==> src/shared/mlt_pkg.sv <==
package mlt_pkg;

    // Sample width and measurement count width
    localparam int SAMPLE_W = 16;
    localparam int COUNT_W = 7;

    // Register byte offsets
    localparam logic [7:0] ADDR_CTRL = 8'h00;
    localparam logic [7:0] ADDR_VLEVEL = 8'h04;
    localparam logic [7:0] ADDR_VBAND = 8'h08;
    localparam logic [7:0] ADDR_CLEVEL = 8'h0C;
    localparam logic [7:0] ADDR_CBAND = 8'h10;
    localparam logic [7:0] ADDR_COUNT = 8'h14;
    localparam logic [7:0] ADDR_CMD = 8'h18;
    localparam logic [7:0] ADDR_STATUS = 8'h1C;
    localparam logic [7:0] ADDR_SEQ1 = 8'h20;
    localparam logic [7:0] ADDR_SEQ2 = 8'h24;
    localparam logic [7:0] ADDR_CAPV = 8'h28;
    localparam logic [7:0] ADDR_CAPC = 8'h2C;

    // Field positions
    localparam int CTRL_SRC_BIT = 0;
    localparam int CTRL_VSLOPE_LSB = 1;
    localparam int CTRL_CSLOPE_LSB = 3;
    localparam int CTRL_FUNC_BIT = 5;
    localparam int CMD_INIT_BIT = 0;
    localparam int CMD_ABORT_BIT = 1;
    localparam int CMD_TRG_BIT = 2;
    localparam int STAT_INIT_BIT = 0;
    localparam int STAT_BUSY_BIT = 1;
    localparam int STAT_ERR_BIT = 2;
    localparam int STAT_REMAIN_LSB = 8;

    // Slope, source, function and state encodings
    typedef enum logic [1:0] {
        MLT_SLOPE_EITHER = 2'b00,
        MLT_SLOPE_POS = 2'b01,
        MLT_SLOPE_NEG = 2'b10
    } mlt_slope_e;
    typedef enum logic {
        MLT_SRC_INT = 1'b0,
        MLT_SRC_BUS = 1'b1
    } mlt_src_e;
    typedef enum logic {
        MLT_FUNC_VOLT = 1'b0,
        MLT_FUNC_CURR = 1'b1
    } mlt_func_e;
    typedef enum logic [1:0] {
        MLT_ST_IDLE = 2'b00,
        MLT_ST_ARMED = 2'b01,
        MLT_ST_MEASURE = 2'b10
    } mlt_state_e;
    typedef enum logic [1:0] {
        MLT_SIDE_NONE = 2'b00,
        MLT_SIDE_LOW = 2'b01,
        MLT_SIDE_HIGH = 2'b10
    } mlt_side_e;

    // Reset values and limits
    localparam logic [SAMPLE_W-1:0] LEVEL_RST = 16'h0000;
    localparam logic [SAMPLE_W-1:0] BAND_RST = 16'h0000;
    localparam logic [COUNT_W-1:0] COUNT_RST = 7'h01;
    localparam logic [COUNT_W-1:0] COUNT_MIN = 7'h01;
    localparam logic [COUNT_W-1:0] COUNT_MAX = 7'h64;
    localparam mlt_slope_e SLOPE_RST = MLT_SLOPE_EITHER;
    localparam mlt_src_e SRC_RST = MLT_SRC_INT;
    localparam mlt_func_e FUNC_RST = MLT_FUNC_VOLT;

    // Alias name codes of the two trigger sequences
    localparam logic [7:0] ALIAS_TRAN = 8'h01;
    localparam logic [7:0] ALIAS_ACQ = 8'h02;

endpackage

==> src/shared/mlt_det_if.sv <==
`timescale 1ns/1ps
interface mlt_det_if #(parameter int W = 16);
    logic [W-1:0] sample;
    logic valid;
    logic [W-1:0] level;
    logic [W-1:0] band;
    logic rise;
    logic fall;
    modport det (input sample, input valid, input level, input band,
                 output rise, output fall);
    modport ctl (output sample, output valid, output level, output band,
                 input rise, input fall);
endinterface

==> src/hw/mlt_detector.sv <==
`timescale 1ns/1ps
module mlt_detector #(
    parameter int W = 16
) (
    input wire logic clk_i,
    input wire logic rst_i,
    mlt_det_if.det det
);
    import mlt_pkg::*;

    mlt_side_e side;
    mlt_side_e next_side;
    logic rise;
    logic next_rise;
    logic fall;
    logic next_fall;
    logic signed [W+1:0] samp;
    logic signed [W+1:0] upper;
    logic signed [W+1:0] lower;
    logic above;
    logic below;

    // Band limits at level plus and minus half the band value
    always_comb begin
        samp = $signed({2'b00, det.sample});
        upper = $signed({2'b00, det.level})
              + $signed({3'b000, det.band[W-1:1]});
        lower = $signed({2'b00, det.level})
              - $signed({3'b000, det.band[W-1:1]});
        above = samp > upper;
        below = samp < lower;
    end

    // Remember settled side; fire only on a full crossing
    always_comb begin
        next_side = side;
        next_rise = 1'b0;
        next_fall = 1'b0;
        if (det.valid) begin
            if (below) begin
                next_side = MLT_SIDE_LOW;
                next_fall = (side == MLT_SIDE_HIGH);
            end else if (above) begin
                next_side = MLT_SIDE_HIGH;
                next_rise = (side == MLT_SIDE_LOW);
            end
        end
    end

    // Detector state registers
    always_ff @(posedge clk_i) begin
        if (rst_i) begin
            side <= MLT_SIDE_NONE;
            rise <= 1'b0;
            fall <= 1'b0;
        end else begin
            side <= next_side;
            rise <= next_rise;
            fall <= next_fall;
        end
    end

    assign det.rise = rise;
    assign det.fall = fall;
endmodule

==> src/hw/mlt_trigger.sv <==
// Operation
// - Rising voltage crossing: below lower to above upper
// - Falling voltage crossing: above upper to below lower
// - Voltage level zero to maximum, reset zero
// - Current slope: positive, negative, either; reset either
// - Voltage slope: same three settings; reset either
// - Positive rising, negative falling, either both
// - Source bus or internal; reset internal
// - Internal source fires on selected slope crossing
// - Bus trigger fires only with bus source
// - Sequence 1 transient, 2 acquire only
// - Query returns alias bound to each sequence
// - Trigger samples voltage, current into buffer
// - Band limits are level plus/minus half band
// - Re-arm after each measurement until count done
// - Not initiated: ignore all triggers
`timescale 1ns/1ps
module mlt_trigger #(
    parameter int W = mlt_pkg::SAMPLE_W,
    parameter logic [mlt_pkg::SAMPLE_W-1:0] VOLT_MAX = 16'hFFFF,
    parameter logic [mlt_pkg::SAMPLE_W-1:0] CURR_MAX = 16'hFFFF
) (
    input wire logic clk_i,
    input wire logic rst_i,
    input wire logic wb_cyc_i,
    input wire logic wb_stb_i,
    input wire logic wb_we_i,
    input wire logic [7:0] wb_adr_i,
    input wire logic [3:0] wb_sel_i,
    input wire logic [31:0] wb_dat_i,
    output logic [31:0] wb_dat_o,
    output logic wb_ack_o,
    input wire logic [mlt_pkg::SAMPLE_W-1:0] volt_sample_i,
    input wire logic [mlt_pkg::SAMPLE_W-1:0] curr_sample_i,
    input wire logic sample_valid_i,
    input wire logic bus_trigger_i,
    input wire logic meas_done_i,
    output logic meas_start_o,
    output logic [mlt_pkg::SAMPLE_W-1:0] meas_volt_o,
    output logic [mlt_pkg::SAMPLE_W-1:0] meas_curr_o,
    output logic waiting_o
);
    import mlt_pkg::*;

    mlt_det_if #(.W(W)) vdet ();
    mlt_det_if #(.W(W)) cdet ();

    mlt_src_e src, next_src;
    mlt_func_e func, next_func;
    mlt_slope_e vslope, next_vslope;
    mlt_slope_e cslope, next_cslope;
    mlt_state_e state, next_state;
    logic [W-1:0] vlevel, next_vlevel;
    logic [W-1:0] vband, next_vband;
    logic [W-1:0] clevel, next_clevel;
    logic [W-1:0] cband, next_cband;
    logic [COUNT_W-1:0] count, next_count;
    logic [COUNT_W-1:0] remain, next_remain;
    logic [W-1:0] cap_v, next_cap_v;
    logic [W-1:0] cap_c, next_cap_c;
    logic alias_err, next_alias_err;
    logic start, next_start;
    logic ack, next_ack;
    logic [31:0] dat, next_dat;
    logic [31:0] rdata;
    logic [31:0] merged;
    logic wr;
    logic cmd_init;
    logic cmd_abort;
    logic cmd_trg;
    logic bus_hit;
    logic vhit;
    logic chit;
    logic int_hit;
    logic hit;

    // Byte-lane merge of a write onto the current word
    function automatic logic [31:0] lane_merge(input logic [31:0] old,
                                               input logic [31:0] din,
                                               input logic [3:0] sel);
        logic [31:0] res;
        res = old;
        for (int i = 0; i < 4; i++) begin
            if (sel[i]) begin
                res[8*i +: 8] = din[8*i +: 8];
            end
        end
        return res;
    endfunction

    // Clamp a written value to a model maximum
    function automatic logic [W-1:0] clamp_max(input logic [31:0] v,
                                               input logic [W-1:0] mx);
        logic [W-1:0] res;
        res = (v > {{(32-W){1'b0}}, mx}) ? mx : v[W-1:0];
        return res;
    endfunction

    // Crossing detectors for voltage and current
    assign vdet.sample = volt_sample_i;
    assign vdet.valid = sample_valid_i;
    assign vdet.level = vlevel;
    assign vdet.band = vband;
    assign cdet.sample = curr_sample_i;
    assign cdet.valid = sample_valid_i;
    assign cdet.level = clevel;
    assign cdet.band = cband;

    mlt_detector #(.W(W)) u_vdet (
        .clk_i(clk_i),
        .rst_i(rst_i),
        .det(vdet)
    );

    mlt_detector #(.W(W)) u_cdet (
        .clk_i(clk_i),
        .rst_i(rst_i),
        .det(cdet)
    );

    // Slope qualification and source selection
    always_comb begin
        vhit = (vdet.rise && vslope != MLT_SLOPE_NEG)
             || (vdet.fall && vslope != MLT_SLOPE_POS);
        chit = (cdet.rise && cslope != MLT_SLOPE_NEG)
             || (cdet.fall && cslope != MLT_SLOPE_POS);
        int_hit = (func == MLT_FUNC_CURR) ? chit : vhit;
        bus_hit = bus_trigger_i || cmd_trg;
        hit = (src == MLT_SRC_BUS) ? bus_hit : int_hit;
    end

    // Read mux; sequence aliases are fixed names
    always_comb begin
        rdata = 32'h0000_0000;
        unique case (wb_adr_i)
            ADDR_CTRL: begin
                rdata[CTRL_SRC_BIT] = src;
                rdata[CTRL_VSLOPE_LSB +: 2] = vslope;
                rdata[CTRL_CSLOPE_LSB +: 2] = cslope;
                rdata[CTRL_FUNC_BIT] = func;
            end
            ADDR_VLEVEL: rdata[W-1:0] = vlevel;
            ADDR_VBAND: rdata[W-1:0] = vband;
            ADDR_CLEVEL: rdata[W-1:0] = clevel;
            ADDR_CBAND: rdata[W-1:0] = cband;
            ADDR_COUNT: rdata[COUNT_W-1:0] = count;
            ADDR_STATUS: begin
                rdata[STAT_INIT_BIT] = (state != MLT_ST_IDLE);
                rdata[STAT_BUSY_BIT] = (state == MLT_ST_MEASURE);
                rdata[STAT_ERR_BIT] = alias_err;
                rdata[STAT_REMAIN_LSB +: COUNT_W] = remain;
            end
            ADDR_SEQ1: rdata[7:0] = ALIAS_TRAN;
            ADDR_SEQ2: rdata[7:0] = ALIAS_ACQ;
            ADDR_CAPV: rdata[W-1:0] = cap_v;
            ADDR_CAPC: rdata[W-1:0] = cap_c;
            default: rdata = 32'h0000_0000;
        endcase
    end

    // Bus decode, register writes and trigger sequencing
    always_comb begin
        wr = wb_cyc_i && wb_stb_i && wb_we_i && wb_ack_o;
        merged = lane_merge(rdata, wb_dat_i, wb_sel_i);
        next_ack = wb_cyc_i && wb_stb_i && !wb_ack_o;
        next_dat = (wb_cyc_i && wb_stb_i && !wb_we_i && !wb_ack_o)
                 ? rdata : 32'h0000_0000;
        next_src = src;
        next_func = func;
        next_vslope = vslope;
        next_cslope = cslope;
        next_vlevel = vlevel;
        next_vband = vband;
        next_clevel = clevel;
        next_cband = cband;
        next_count = count;
        next_alias_err = alias_err;
        cmd_init = 1'b0;
        cmd_abort = 1'b0;
        cmd_trg = 1'b0;
        if (wr) begin
            unique case (wb_adr_i)
                ADDR_CTRL: begin
                    next_src = mlt_src_e'(merged[CTRL_SRC_BIT]);
                    next_func = mlt_func_e'(merged[CTRL_FUNC_BIT]);
                    // Unused slope code keeps the previous setting
                    if (merged[CTRL_VSLOPE_LSB +: 2] != 2'b11) begin
                        next_vslope =
                            mlt_slope_e'(merged[CTRL_VSLOPE_LSB +: 2]);
                    end
                    if (merged[CTRL_CSLOPE_LSB +: 2] != 2'b11) begin
                        next_cslope =
                            mlt_slope_e'(merged[CTRL_CSLOPE_LSB +: 2]);
                    end
                end
                ADDR_VLEVEL:
                    next_vlevel = clamp_max(merged, VOLT_MAX);
                ADDR_VBAND: next_vband = clamp_max(merged, VOLT_MAX);
                ADDR_CLEVEL: next_clevel = clamp_max(merged, CURR_MAX);
                ADDR_CBAND: next_cband = clamp_max(merged, CURR_MAX);
                ADDR_COUNT: begin
                    if (merged < {25'h0, COUNT_MIN}) begin
                        next_count = COUNT_MIN;
                    end else if (merged > {25'h0, COUNT_MAX}) begin
                        next_count = COUNT_MAX;
                    end else begin
                        next_count = merged[COUNT_W-1:0];
                    end
                end
                ADDR_CMD: begin
                    cmd_init = merged[CMD_INIT_BIT];
                    cmd_abort = merged[CMD_ABORT_BIT];
                    cmd_trg = merged[CMD_TRG_BIT];
                end
                ADDR_STATUS: begin
                    if (wb_sel_i[0] && wb_dat_i[STAT_ERR_BIT]) begin
                        next_alias_err = 1'b0;
                    end
                end
                default: begin
                end
            endcase
            // Wrong alias is rejected and flagged; set beats clear
            if ((wb_adr_i == ADDR_SEQ1 && merged[7:0] != ALIAS_TRAN)
                || (wb_adr_i == ADDR_SEQ2 && merged[7:0] != ALIAS_ACQ)) begin
                next_alias_err = 1'b1;
            end
        end
    end

    // Trigger sequencer: arm, measure, re-arm until count done
    always_comb begin
        next_state = state;
        next_remain = remain;
        next_start = 1'b0;
        next_cap_v = cap_v;
        next_cap_c = cap_c;
        unique case (state)
            MLT_ST_IDLE: begin
                // Triggers are dropped until initiated
                if (cmd_init) begin
                    next_state = MLT_ST_ARMED;
                    next_remain = count;
                end
            end
            MLT_ST_ARMED: begin
                if (cmd_abort) begin
                    next_state = MLT_ST_IDLE;
                    next_remain = '0;
                end else if (hit) begin
                    next_state = MLT_ST_MEASURE;
                    next_start = 1'b1;
                    next_cap_v = volt_sample_i;
                    next_cap_c = curr_sample_i;
                end
            end
            MLT_ST_MEASURE: begin
                if (cmd_abort) begin
                    next_state = MLT_ST_IDLE;
                    next_remain = '0;
                end else if (meas_done_i) begin
                    if (remain <= COUNT_MIN) begin
                        next_state = MLT_ST_IDLE;
                        next_remain = '0;
                    end else begin
                        next_state = MLT_ST_ARMED;
                        next_remain = remain - COUNT_MIN;
                    end
                end
            end
            default: begin
                next_state = MLT_ST_IDLE;
                next_remain = '0;
            end
        endcase
    end

    // State registers
    always_ff @(posedge clk_i) begin
        if (rst_i) begin
            src <= SRC_RST;
            func <= FUNC_RST;
            vslope <= SLOPE_RST;
            cslope <= SLOPE_RST;
            vlevel <= LEVEL_RST;
            vband <= BAND_RST;
            clevel <= LEVEL_RST;
            cband <= BAND_RST;
            count <= COUNT_RST;
            remain <= '0;
            state <= MLT_ST_IDLE;
            cap_v <= '0;
            cap_c <= '0;
            alias_err <= 1'b0;
            start <= 1'b0;
            ack <= 1'b0;
            dat <= 32'h0000_0000;
        end else begin
            src <= next_src;
            func <= next_func;
            vslope <= next_vslope;
            cslope <= next_cslope;
            vlevel <= next_vlevel;
            vband <= next_vband;
            clevel <= next_clevel;
            cband <= next_cband;
            count <= next_count;
            remain <= next_remain;
            state <= next_state;
            cap_v <= next_cap_v;
            cap_c <= next_cap_c;
            alias_err <= next_alias_err;
            start <= next_start;
            ack <= next_ack;
            dat <= next_dat;
        end
    end

    assign wb_ack_o = ack;
    assign wb_dat_o = dat;
    assign meas_start_o = start;
    assign meas_volt_o = cap_v;
    assign meas_curr_o = cap_c;
    assign waiting_o = (state == MLT_ST_ARMED);
endmodule

==> config.mk <==
export PLATFORM = sky130hd
export DESIGN_NAME = mlt_trigger
export DESIGN_NICKNAME = d
export VERILOG_FILES = /design/src/shared/mlt_pkg.sv /design/src/shared/mlt_det_if.sv /design/src/hw/mlt_detector.sv /design/src/hw/mlt_trigger.sv
export SDC_FILE = /design/constraint.sdc
export NUM_CORES = 1
export LEC_CHECK = 0
export ABC_AREA = 0
export BUFFER_PORTS_ARGS = -buffer_cell sky130_fd_sc_hd__buf_2
export CAP_MARGIN = 0
export CORE_ASPECT_RATIO = 0.7
export CORE_MARGIN = 4
export CORE_UTILIZATION = 34
export CTS_CLUSTER_SIZE = 28
export DETAILED_ROUTE_END_ITERATION = 10
export SLEW_MARGIN = 20
export SYNTH_ARGS = -nofsm -noshare
export SYNTH_HDL_FRONTEND = slang
export SYNTH_SLANG_ARGS = --single-unit
==> constraint.sdc <==
create_clock -name clk_i -period 4.7 [get_ports clk_i]
set_clock_uncertainty 0.05 [all_clocks]
set_input_delay 0 -clock clk_i [delete_from_list [all_inputs] [get_ports clk_i]]
set_output_delay 0 -clock clk_i [all_outputs]
set_load 0.02 [all_outputs]
## Word-level counts from Yosys, hierarchy flattened

Index checks and enable logic that the tools add are counted.
Widths: inputs -> output; s select.

- Output and inout bits: 67
- Word-level logic and storage cells: 162
- Flip-flop bits (word level): 161
- Input bits: 84

- Mux-type cells: 42
- Order comparisons: 8
- Bitwise gates (word level): 8
- Reductions and logical operators: 46
- Equality and inequality tests: 29
- Add/subtract/negate cells: 5

Operators with widths:

| operator | count |
|---|---|
| $mux 7 | 7 |
| $pmux 7 s7 | 1 |
| $gt 17x18->1 | 2 |
| $lt 17x18->1 | 2 |
| $add 16x15->17 | 2 |
| $sub 16x15->17 | 2 |
| $pmux 3 s11 | 1 |
| $eq 8x5->1 const B | 4 |
| $eq 8x6->1 const B | 4 |
| $gt 32x16->1 const B | 1 |
| $gt 32x7->1 const B | 1 |
| $lt 32x1->1 const B | 1 |
| $mux 8 | 4 |
| $pmux 3 s8 | 1 |
| $pmux 7 s3 | 1 |
| $mux 2 | 9 |
| $reduce_and 3->1 | 6 |
| $eq 8x4->1 const B | 2 |
| $mux 16 | 1 |
| $reduce_and 2->1 | 8 |
| $logic_and 1x1->1 | 13 |
| $mux 1 | 13 |
| $pmux 1 s6 | 2 |
| $ne 2x2->1 const B | 5 |
| other kinds (21) | 45 |

## Depth between registers and ports, before layout

- Depth in word-level cells: 10
- Gate-level depth with buffers: 20
- Mapped depth without buffers: 20

## Modules after synthesis

A second synthesis with hierarchy kept.

- Cells, all modules: 1398
- Area, all modules: 11496.0 µm²

Modules (own cells, without submodules):

| module | area each (µm²) | cells each | times used |
|---|---|---|---|
| mlt_trigger | 6872.8 | 788 | 1 |
| mlt_detector at u_vdet | 2338.5 | 301 | 1 |
| mlt_detector at u_cdet | 2284.7 | 309 | 1 |

## Worst setup path before layout

OpenSTA, ideal clock, no wires.

- Path type: register -> register
- Start point: register cband[5]
- End point: register u_cdet.side[1]
- Arrival time: 3386 ps
- Cell stages (with the launch flop): 20
- Setup time: 145 ps
- Data required time: 4505 ps
- Setup slack: 1120 ps
- Cells stage by stage: dfxtp_1 -> inv_1 -> ha_1 -> clkbuf_1 -> inv_1 -> o31ai_1 -> a31oi_1 -> a221o_1 -> nor4_1 -> or2_2 -> xnor2_1 -> ha_1 -> a21o_1 -> a21o_1 -> a221oi_1 -> o21ai_0 -> nand3_1 -> a221oi_1 -> o31ai_1 -> a221oi_1

- Cells in the longest elaborated chain, start to end: 4

Ends and longest elaborated chain:

| element | RTL line | source |
|---|---|---|
| start, declared | mlt_trigger.sv:56 | `logic [W-1:0] cband, next_cband;` |
| start signal, assigned | mlt_trigger.sv:306 | `cband <= next_cband;` |
| $sub 16x15->17 or $add 16x15->17 (tied branches) | mlt_detector.sv:29, mlt_detector.sv:27 |  |
| $lt 17x18->1 or $gt 17x18->1 (tied branches) | mlt_detector.sv:31, mlt_detector.sv:30 |  |
| $reduce_bool 2->1 (no line) | - |  |
| $reduce_and 2->1 (no line) | - |  |
| end signal, assigned | mlt_detector.sv:57 | `side <= next_side;` |
| end, declared | mlt_detector.sv:11 | `mlt_side_e side;` |

Several ways; a longest one is shown, not always the timed one.
A chain may end at the register's enable or synchronous reset.

## Worst setup path after layout

- Start point: register clevel[0] (netlist: cdet.level[0])
- End point: register u_cdet.side[1]

- Cells in the longest elaborated chain, start to end: 4

Ends and longest elaborated chain:

| element | RTL line | source |
|---|---|---|
| start, declared | mlt_trigger.sv:55 | `logic [W-1:0] clevel, next_clevel;` |
| start signal, assigned | mlt_trigger.sv:305 | `clevel <= next_clevel;` |
| $sub 16x15->17 or $add 16x15->17 (tied branches) | mlt_detector.sv:29, mlt_detector.sv:27 |  |
| $lt 17x18->1 or $gt 17x18->1 (tied branches) | mlt_detector.sv:31, mlt_detector.sv:30 |  |
| $reduce_bool 2->1 (no line) | - |  |
| $reduce_and 2->1 (no line) | - |  |

Several ways; a longest one is shown, not always the timed one.

==> impl_results.rst <==
.. list-table::
   :header-rows: 1

   * - Metric
     - Value
   * - Clk Latency, worst-skew pair
     - 0.44 ns
   * - Mapped Cells
     - about 1,400
   * - Setup violation total in the final timing report
     - 0
   * - Number of port buffers
     - about 130
   * - Part of the total power dissipated in sequential elements
     - between 40% and 50%
   * - Hold_sp
     - wb_adr_i[0]
   * - CP peak stage delay
     - roughly 0.43 ns
   * - Number of antenna violations at the first check in global routing
     - 1
   * - Leading cell types by count after synthesis
     - sky130_fd_sc_hd__dfxtp_1 (145), sky130_fd_sc_hd__nor2_1 (139), sky130_fd_sc_hd__nand2_1 (131)
   * - Timing-limited maximum frequency
     - roughly 240 MHz
   * - Logic gate share of total power
     - approximately 10%
   * - Number of max-capacitance violations reported
     - 0
   * - CP Max Fanout
     - 4
   * - GRT overflow
     - 0
   * - Final estimated routing congestion in global placement
     - 0.933
   * - Static leakage
     - about 5.2 nW
   * - Global-route total usage across every layer
     - a little over a fifth
   * - Switching power of the nets
     - 0.000777 W
   * - Width of the chip
     - between 200 and 250 um
   * - Fraction of layout cells with a size suffix above 1
     - around 15%
   * - CP max stage cell
     - sky130_fd_sc_hd__fa_1
   * - Clock tree sinks
     - 145
   * - Clk buf depth
     - 2
   * - Sequential element share of the synthesized area
     - 26.1%
   * - Share of the clock period used by the worst path after layout
     - between 80% and 90%
   * - Slack of the worst reg-to-reg path
     - about 0.47 ns
   * - Wirelength, routed
     - 40.5 mm
   * - Power share of the clock group
     - roughly 49%
   * - Area share of the leading cell type in the synthesized netlist
     - between 20% and 30%
   * - Most area-hungry cell type in the Yosys netlist
     - sky130_fd_sc_hd__dfxtp_1
   * - Core Footprint
     - about 32,000 um2
   * - Most instantiated library cell after synthesis
     - sky130_fd_sc_hd__dfxtp_1
   * - FF-to-FF Start
     - cdet.level[0]
   * - Synth warn
     - 0
   * - Hpwl dp
     - approximately 32 mm
   * - Kind of cell adding the most delay to the critical path
     - compound AO/OA/AOI/OAI gates
   * - Worst R2R End
     - u_cdet.side[1]
   * - RSZ-0062 raised after global routing
     - no
   * - Clock tree from TritonCTS
     - yes
   * - Mean number of vias per cell
     - 5.58
   * - Worst hold-check path type
     - in2reg
   * - Count of flip-flops with a built-in enable after synthesis
     - 0
   * - Number of buffers added by the clock tree synthesis step
     - 17
   * - Flip-flop and latch count after synthesis
     - around 150
   * - Synthesis-to-finish area growth
     - 17.6%
   * - Post-route DRC
     - 0
   * - Die span in y
     - 159 um
   * - Avg Synthesized Cell Area
     - roughly 8 um2
   * - Netlist cell types
     - 81
   * - Average wire per cell in the routed design
     - slightly above 20 um
   * - Number of nets in the layout
     - between 1,500 and 2,000
   * - Site Rows
     - 55
   * - Final Hold Violating Endpoints
     - 0
   * - Most used DFF post-synth
     - sky130_fd_sc_hd__dfxtp_1
   * - Proportion of register bits with asynchronous set or reset after synthesis
     - 0%
   * - Most common cell type on the critical path
     - sky130_fd_sc_hd__a221oi_1
   * - Hold EP
     - wb_dat_o[13]
   * - Clock slew seen by the registers of the worst setup and hold paths
     - ~0.070 ns
   * - Fillers
     - approximately 3,300
   * - Pwr dens
     - 227 nW/um2
   * - Final sum of negative setup slack
     - 0 ns
   * - Sw Share
     - about a quarter
   * - Total Die Area
     - approximately 36,000 um2
   * - Maximum number of pins on one net before global-route repair
     - 65
   * - Number of top-level design ports
     - 151
   * - Category of the critical setup timing path
     - reg2reg
   * - IR Drop Worst-Case VDD
     - around 0.19 mV
   * - Max_slew headroom
     - 30.9%
   * - Reg2Reg Depth
     - 19
   * - Nature of the critical path endpoint
     - flip-flop
   * - WP data required
     - 5.00 ns
   * - Status
     - finished, final reports clean
   * - Count of final max-slew check failures
     - 0
   * - Remaining antenna violation count
     - 0
   * - 1st-pass router iterations
     - 5
   * - Wire length of the first global-routing pass
     - 60.7 mm
   * - Critical path data arrival time
     - roughly 4.5 ns
   * - Htree depth
     - 4
   * - Iteration-0 DRC count of the detailed router
     - approximately 1,200
   * - Crit path cell chain
     - ha_1 -> inv_1 -> fa_1 -> o21bai_1 -> a21oi_1 -> o21ai_0 -> nand2_1 -> o41ai_1 -> o41ai_1 -> xnor2_1 -> ha_1 -> nand4_1 -> nor2_1 -> a221oi_1 -> o21ai_0 -> nand3_1 -> a221oi_1 -> o31ai_1 -> a221oi_1
   * - Library cell used as clock root buffer
     - sky130_fd_sc_hd__clkbuf_16
   * - Transition time at the pin with the least slew margin
     - slightly above 1 ns
   * - Summed instance area of the synthesized netlist
     - ~11,000 um2
   * - Type of element launching the critical path
     - flip-flop
   * - Initial Util
     - between 30% and 40%
   * - Vias post-DR
     - approximately 11,000
   * - Number of global-route vias before repair
     - around 9,900
   * - Shortest period the worst path allows
     - roughly 4.2 ns
   * - Final standard cell utilization of the core
     - ~40%
   * - Cell count of the worst hold path
     - 4
   * - Cell internal power dissipation
     - 0.00220 W
   * - Buffers plus inverters on the worst setup path
     - 1
   * - PostCTS Resize Cnt
     - 0
   * - Overall power consumption
     - 0.00298 W
   * - Top cells by area in the synthesized netlist
     - sky130_fd_sc_hd__dfxtp_1 (26%), sky130_fd_sc_hd__ha_1 (14%), sky130_fd_sc_hd__a21oi_1 (4.9%)
## worst max-delay path by stage
stage	start	to	slack [ns]	cells after the start
floorplan	cband[5]	u_cdet.side[1]	1.12	19
finish	cdet.level[0]	u_cdet.side[1]	0.47	19
global placement	cdet.level[1]	u_cdet.side[0]	0.73	19
global route	vband[5]	u_vdet.side[0]	0.19	19
detailed placement	cband[1]	u_cdet.side[1]	0.57	19
CTS	cdet.level[1]	u_cdet.side[1]	0.55	18
## worst reg2reg max path, stage by stage, from the launching register on
cell	delay [ns]
sky130_fd_sc_hd__dfxtp_1	0.40
sky130_fd_sc_hd__ha_1	0.20
sky130_fd_sc_hd__inv_1	0.06
sky130_fd_sc_hd__fa_1	0.43
sky130_fd_sc_hd__o21bai_1	0.18
sky130_fd_sc_hd__a21oi_1	0.14
sky130_fd_sc_hd__o21ai_0	0.26
sky130_fd_sc_hd__nand2_1	0.08
sky130_fd_sc_hd__o41ai_1	0.38
sky130_fd_sc_hd__o41ai_1	0.21
sky130_fd_sc_hd__xnor2_1	0.17
sky130_fd_sc_hd__ha_1	0.32
sky130_fd_sc_hd__nand4_1	0.15
sky130_fd_sc_hd__nor2_1	0.13
sky130_fd_sc_hd__a221oi_1	0.09
sky130_fd_sc_hd__o21ai_0	0.09
sky130_fd_sc_hd__nand3_1	0.09
sky130_fd_sc_hd__a221oi_1	0.25
sky130_fd_sc_hd__o31ai_1	0.16
sky130_fd_sc_hd__a221oi_1	0.30
## timing repair
action                    4_1_cts  5_1_grt
buffers inserted                0        0
hold buffers                   37        0
hold endpoints to repair       39        0
## placed cells by master, fill, tap and decap left out, drive strengths merged, types with 10 or more instances in the layout
master       Yosys  final
inv             72     75
a21o            17     17
dfxtp          145    145
mux2i           29     29
dlygate4sd3      0     37
nand3b          19     19
nand2b          18     18
nand2          131    131
o211ai          10     10
buf             32    151
ha             126    126
a221oi          12     12
mux2            14     14
nand3           30     30
nor2b           32     32
o21bai          21     21
a211oi          65     65
clkbuf          61     20
or2             10     10
o21ai           32     32
nor3            39     39
nor2           140    140
a31oi           10     10
xnor2           46     46
nand4           15     15
a21oi          110    110
conb             1     16
## power by group through the flow
stage                     logic [W]  registers (W)  clock network, W
after global placement     0.000265        0.00126                 0
after global routing       0.000326        0.00123           0.00152
after CTS                  0.000294        0.00123           0.00146
final                      0.000298        0.00123           0.00144
after detailed placement   0.000268        0.00126                 0
after floorplan            0.000167        0.00126                 0
## through the flow
stage / instance area (um2) / setup slack, ns / hold slack [ns] / instances
floorplan: 11200 / 1.12 / 0.0612 / 1404
finish: 13100 / 0.471 / 0.0163 / 1959
global placement: 12100 / 0.732 / 0.215 / 1889
CTS: 13100 / 0.550 / 0.00680 / 1957
detailed placement: 12100 / 0.568 / 0.225 / 1889
global route: 13100 / 0.186 / 0.0402 / 1957
## logic make-up after synthesis
logic type      synth area share [%]
compound gates                  22.0
xor+xnor                        4.17
fa+ha+maj                       14.9
buf+inv                         6.31
flops                           26.1
mux                             5.04
other cells                   0.0337
simple gates                    21.5
## area by class of cell
| class | count | area (um2) | area share [%] |
|---|---|---|---|
| multi-input cells | 1094 | 7590 | 58.0 |
| flip-flops and latches | 145 | 2900 | 22.2 |
| repair buffers | 188 | 1180 | 9.04 |
| well taps | 427 | 534 | 4.08 |
| clock buffers | 20 | 447 | 3.41 |
| inverters | 72 | 270 | 2.06 |
| clock inverters | 11 | 155 | 1.19 |
| diodes | 2 | 5.00 | 0.0382 |
## flip-flops by register name, indices dropped and copies added, names as in the netlist, 7 cells and up
| register | flops |
|---|---|
| meas_curr_o | 16 |
| remain | 7 |
| cdet.level | 16 |
| count | 7 |
| vdet.level | 16 |
| meas_volt_o | 16 |
| wb_dat_o | 16 |
| vband | 16 |
| cband | 16 |
## routing by layer
metal  wire (um)  up-vias  GRT usage, %
met5         135        -          2.69
met4         624        2          4.70
met3        4050       33          5.99
met2       15900      489          29.6
met1       19800     5175          34.2
li1            -     5230             -
No activity file was read; power rests on OpenSTA's default activity.
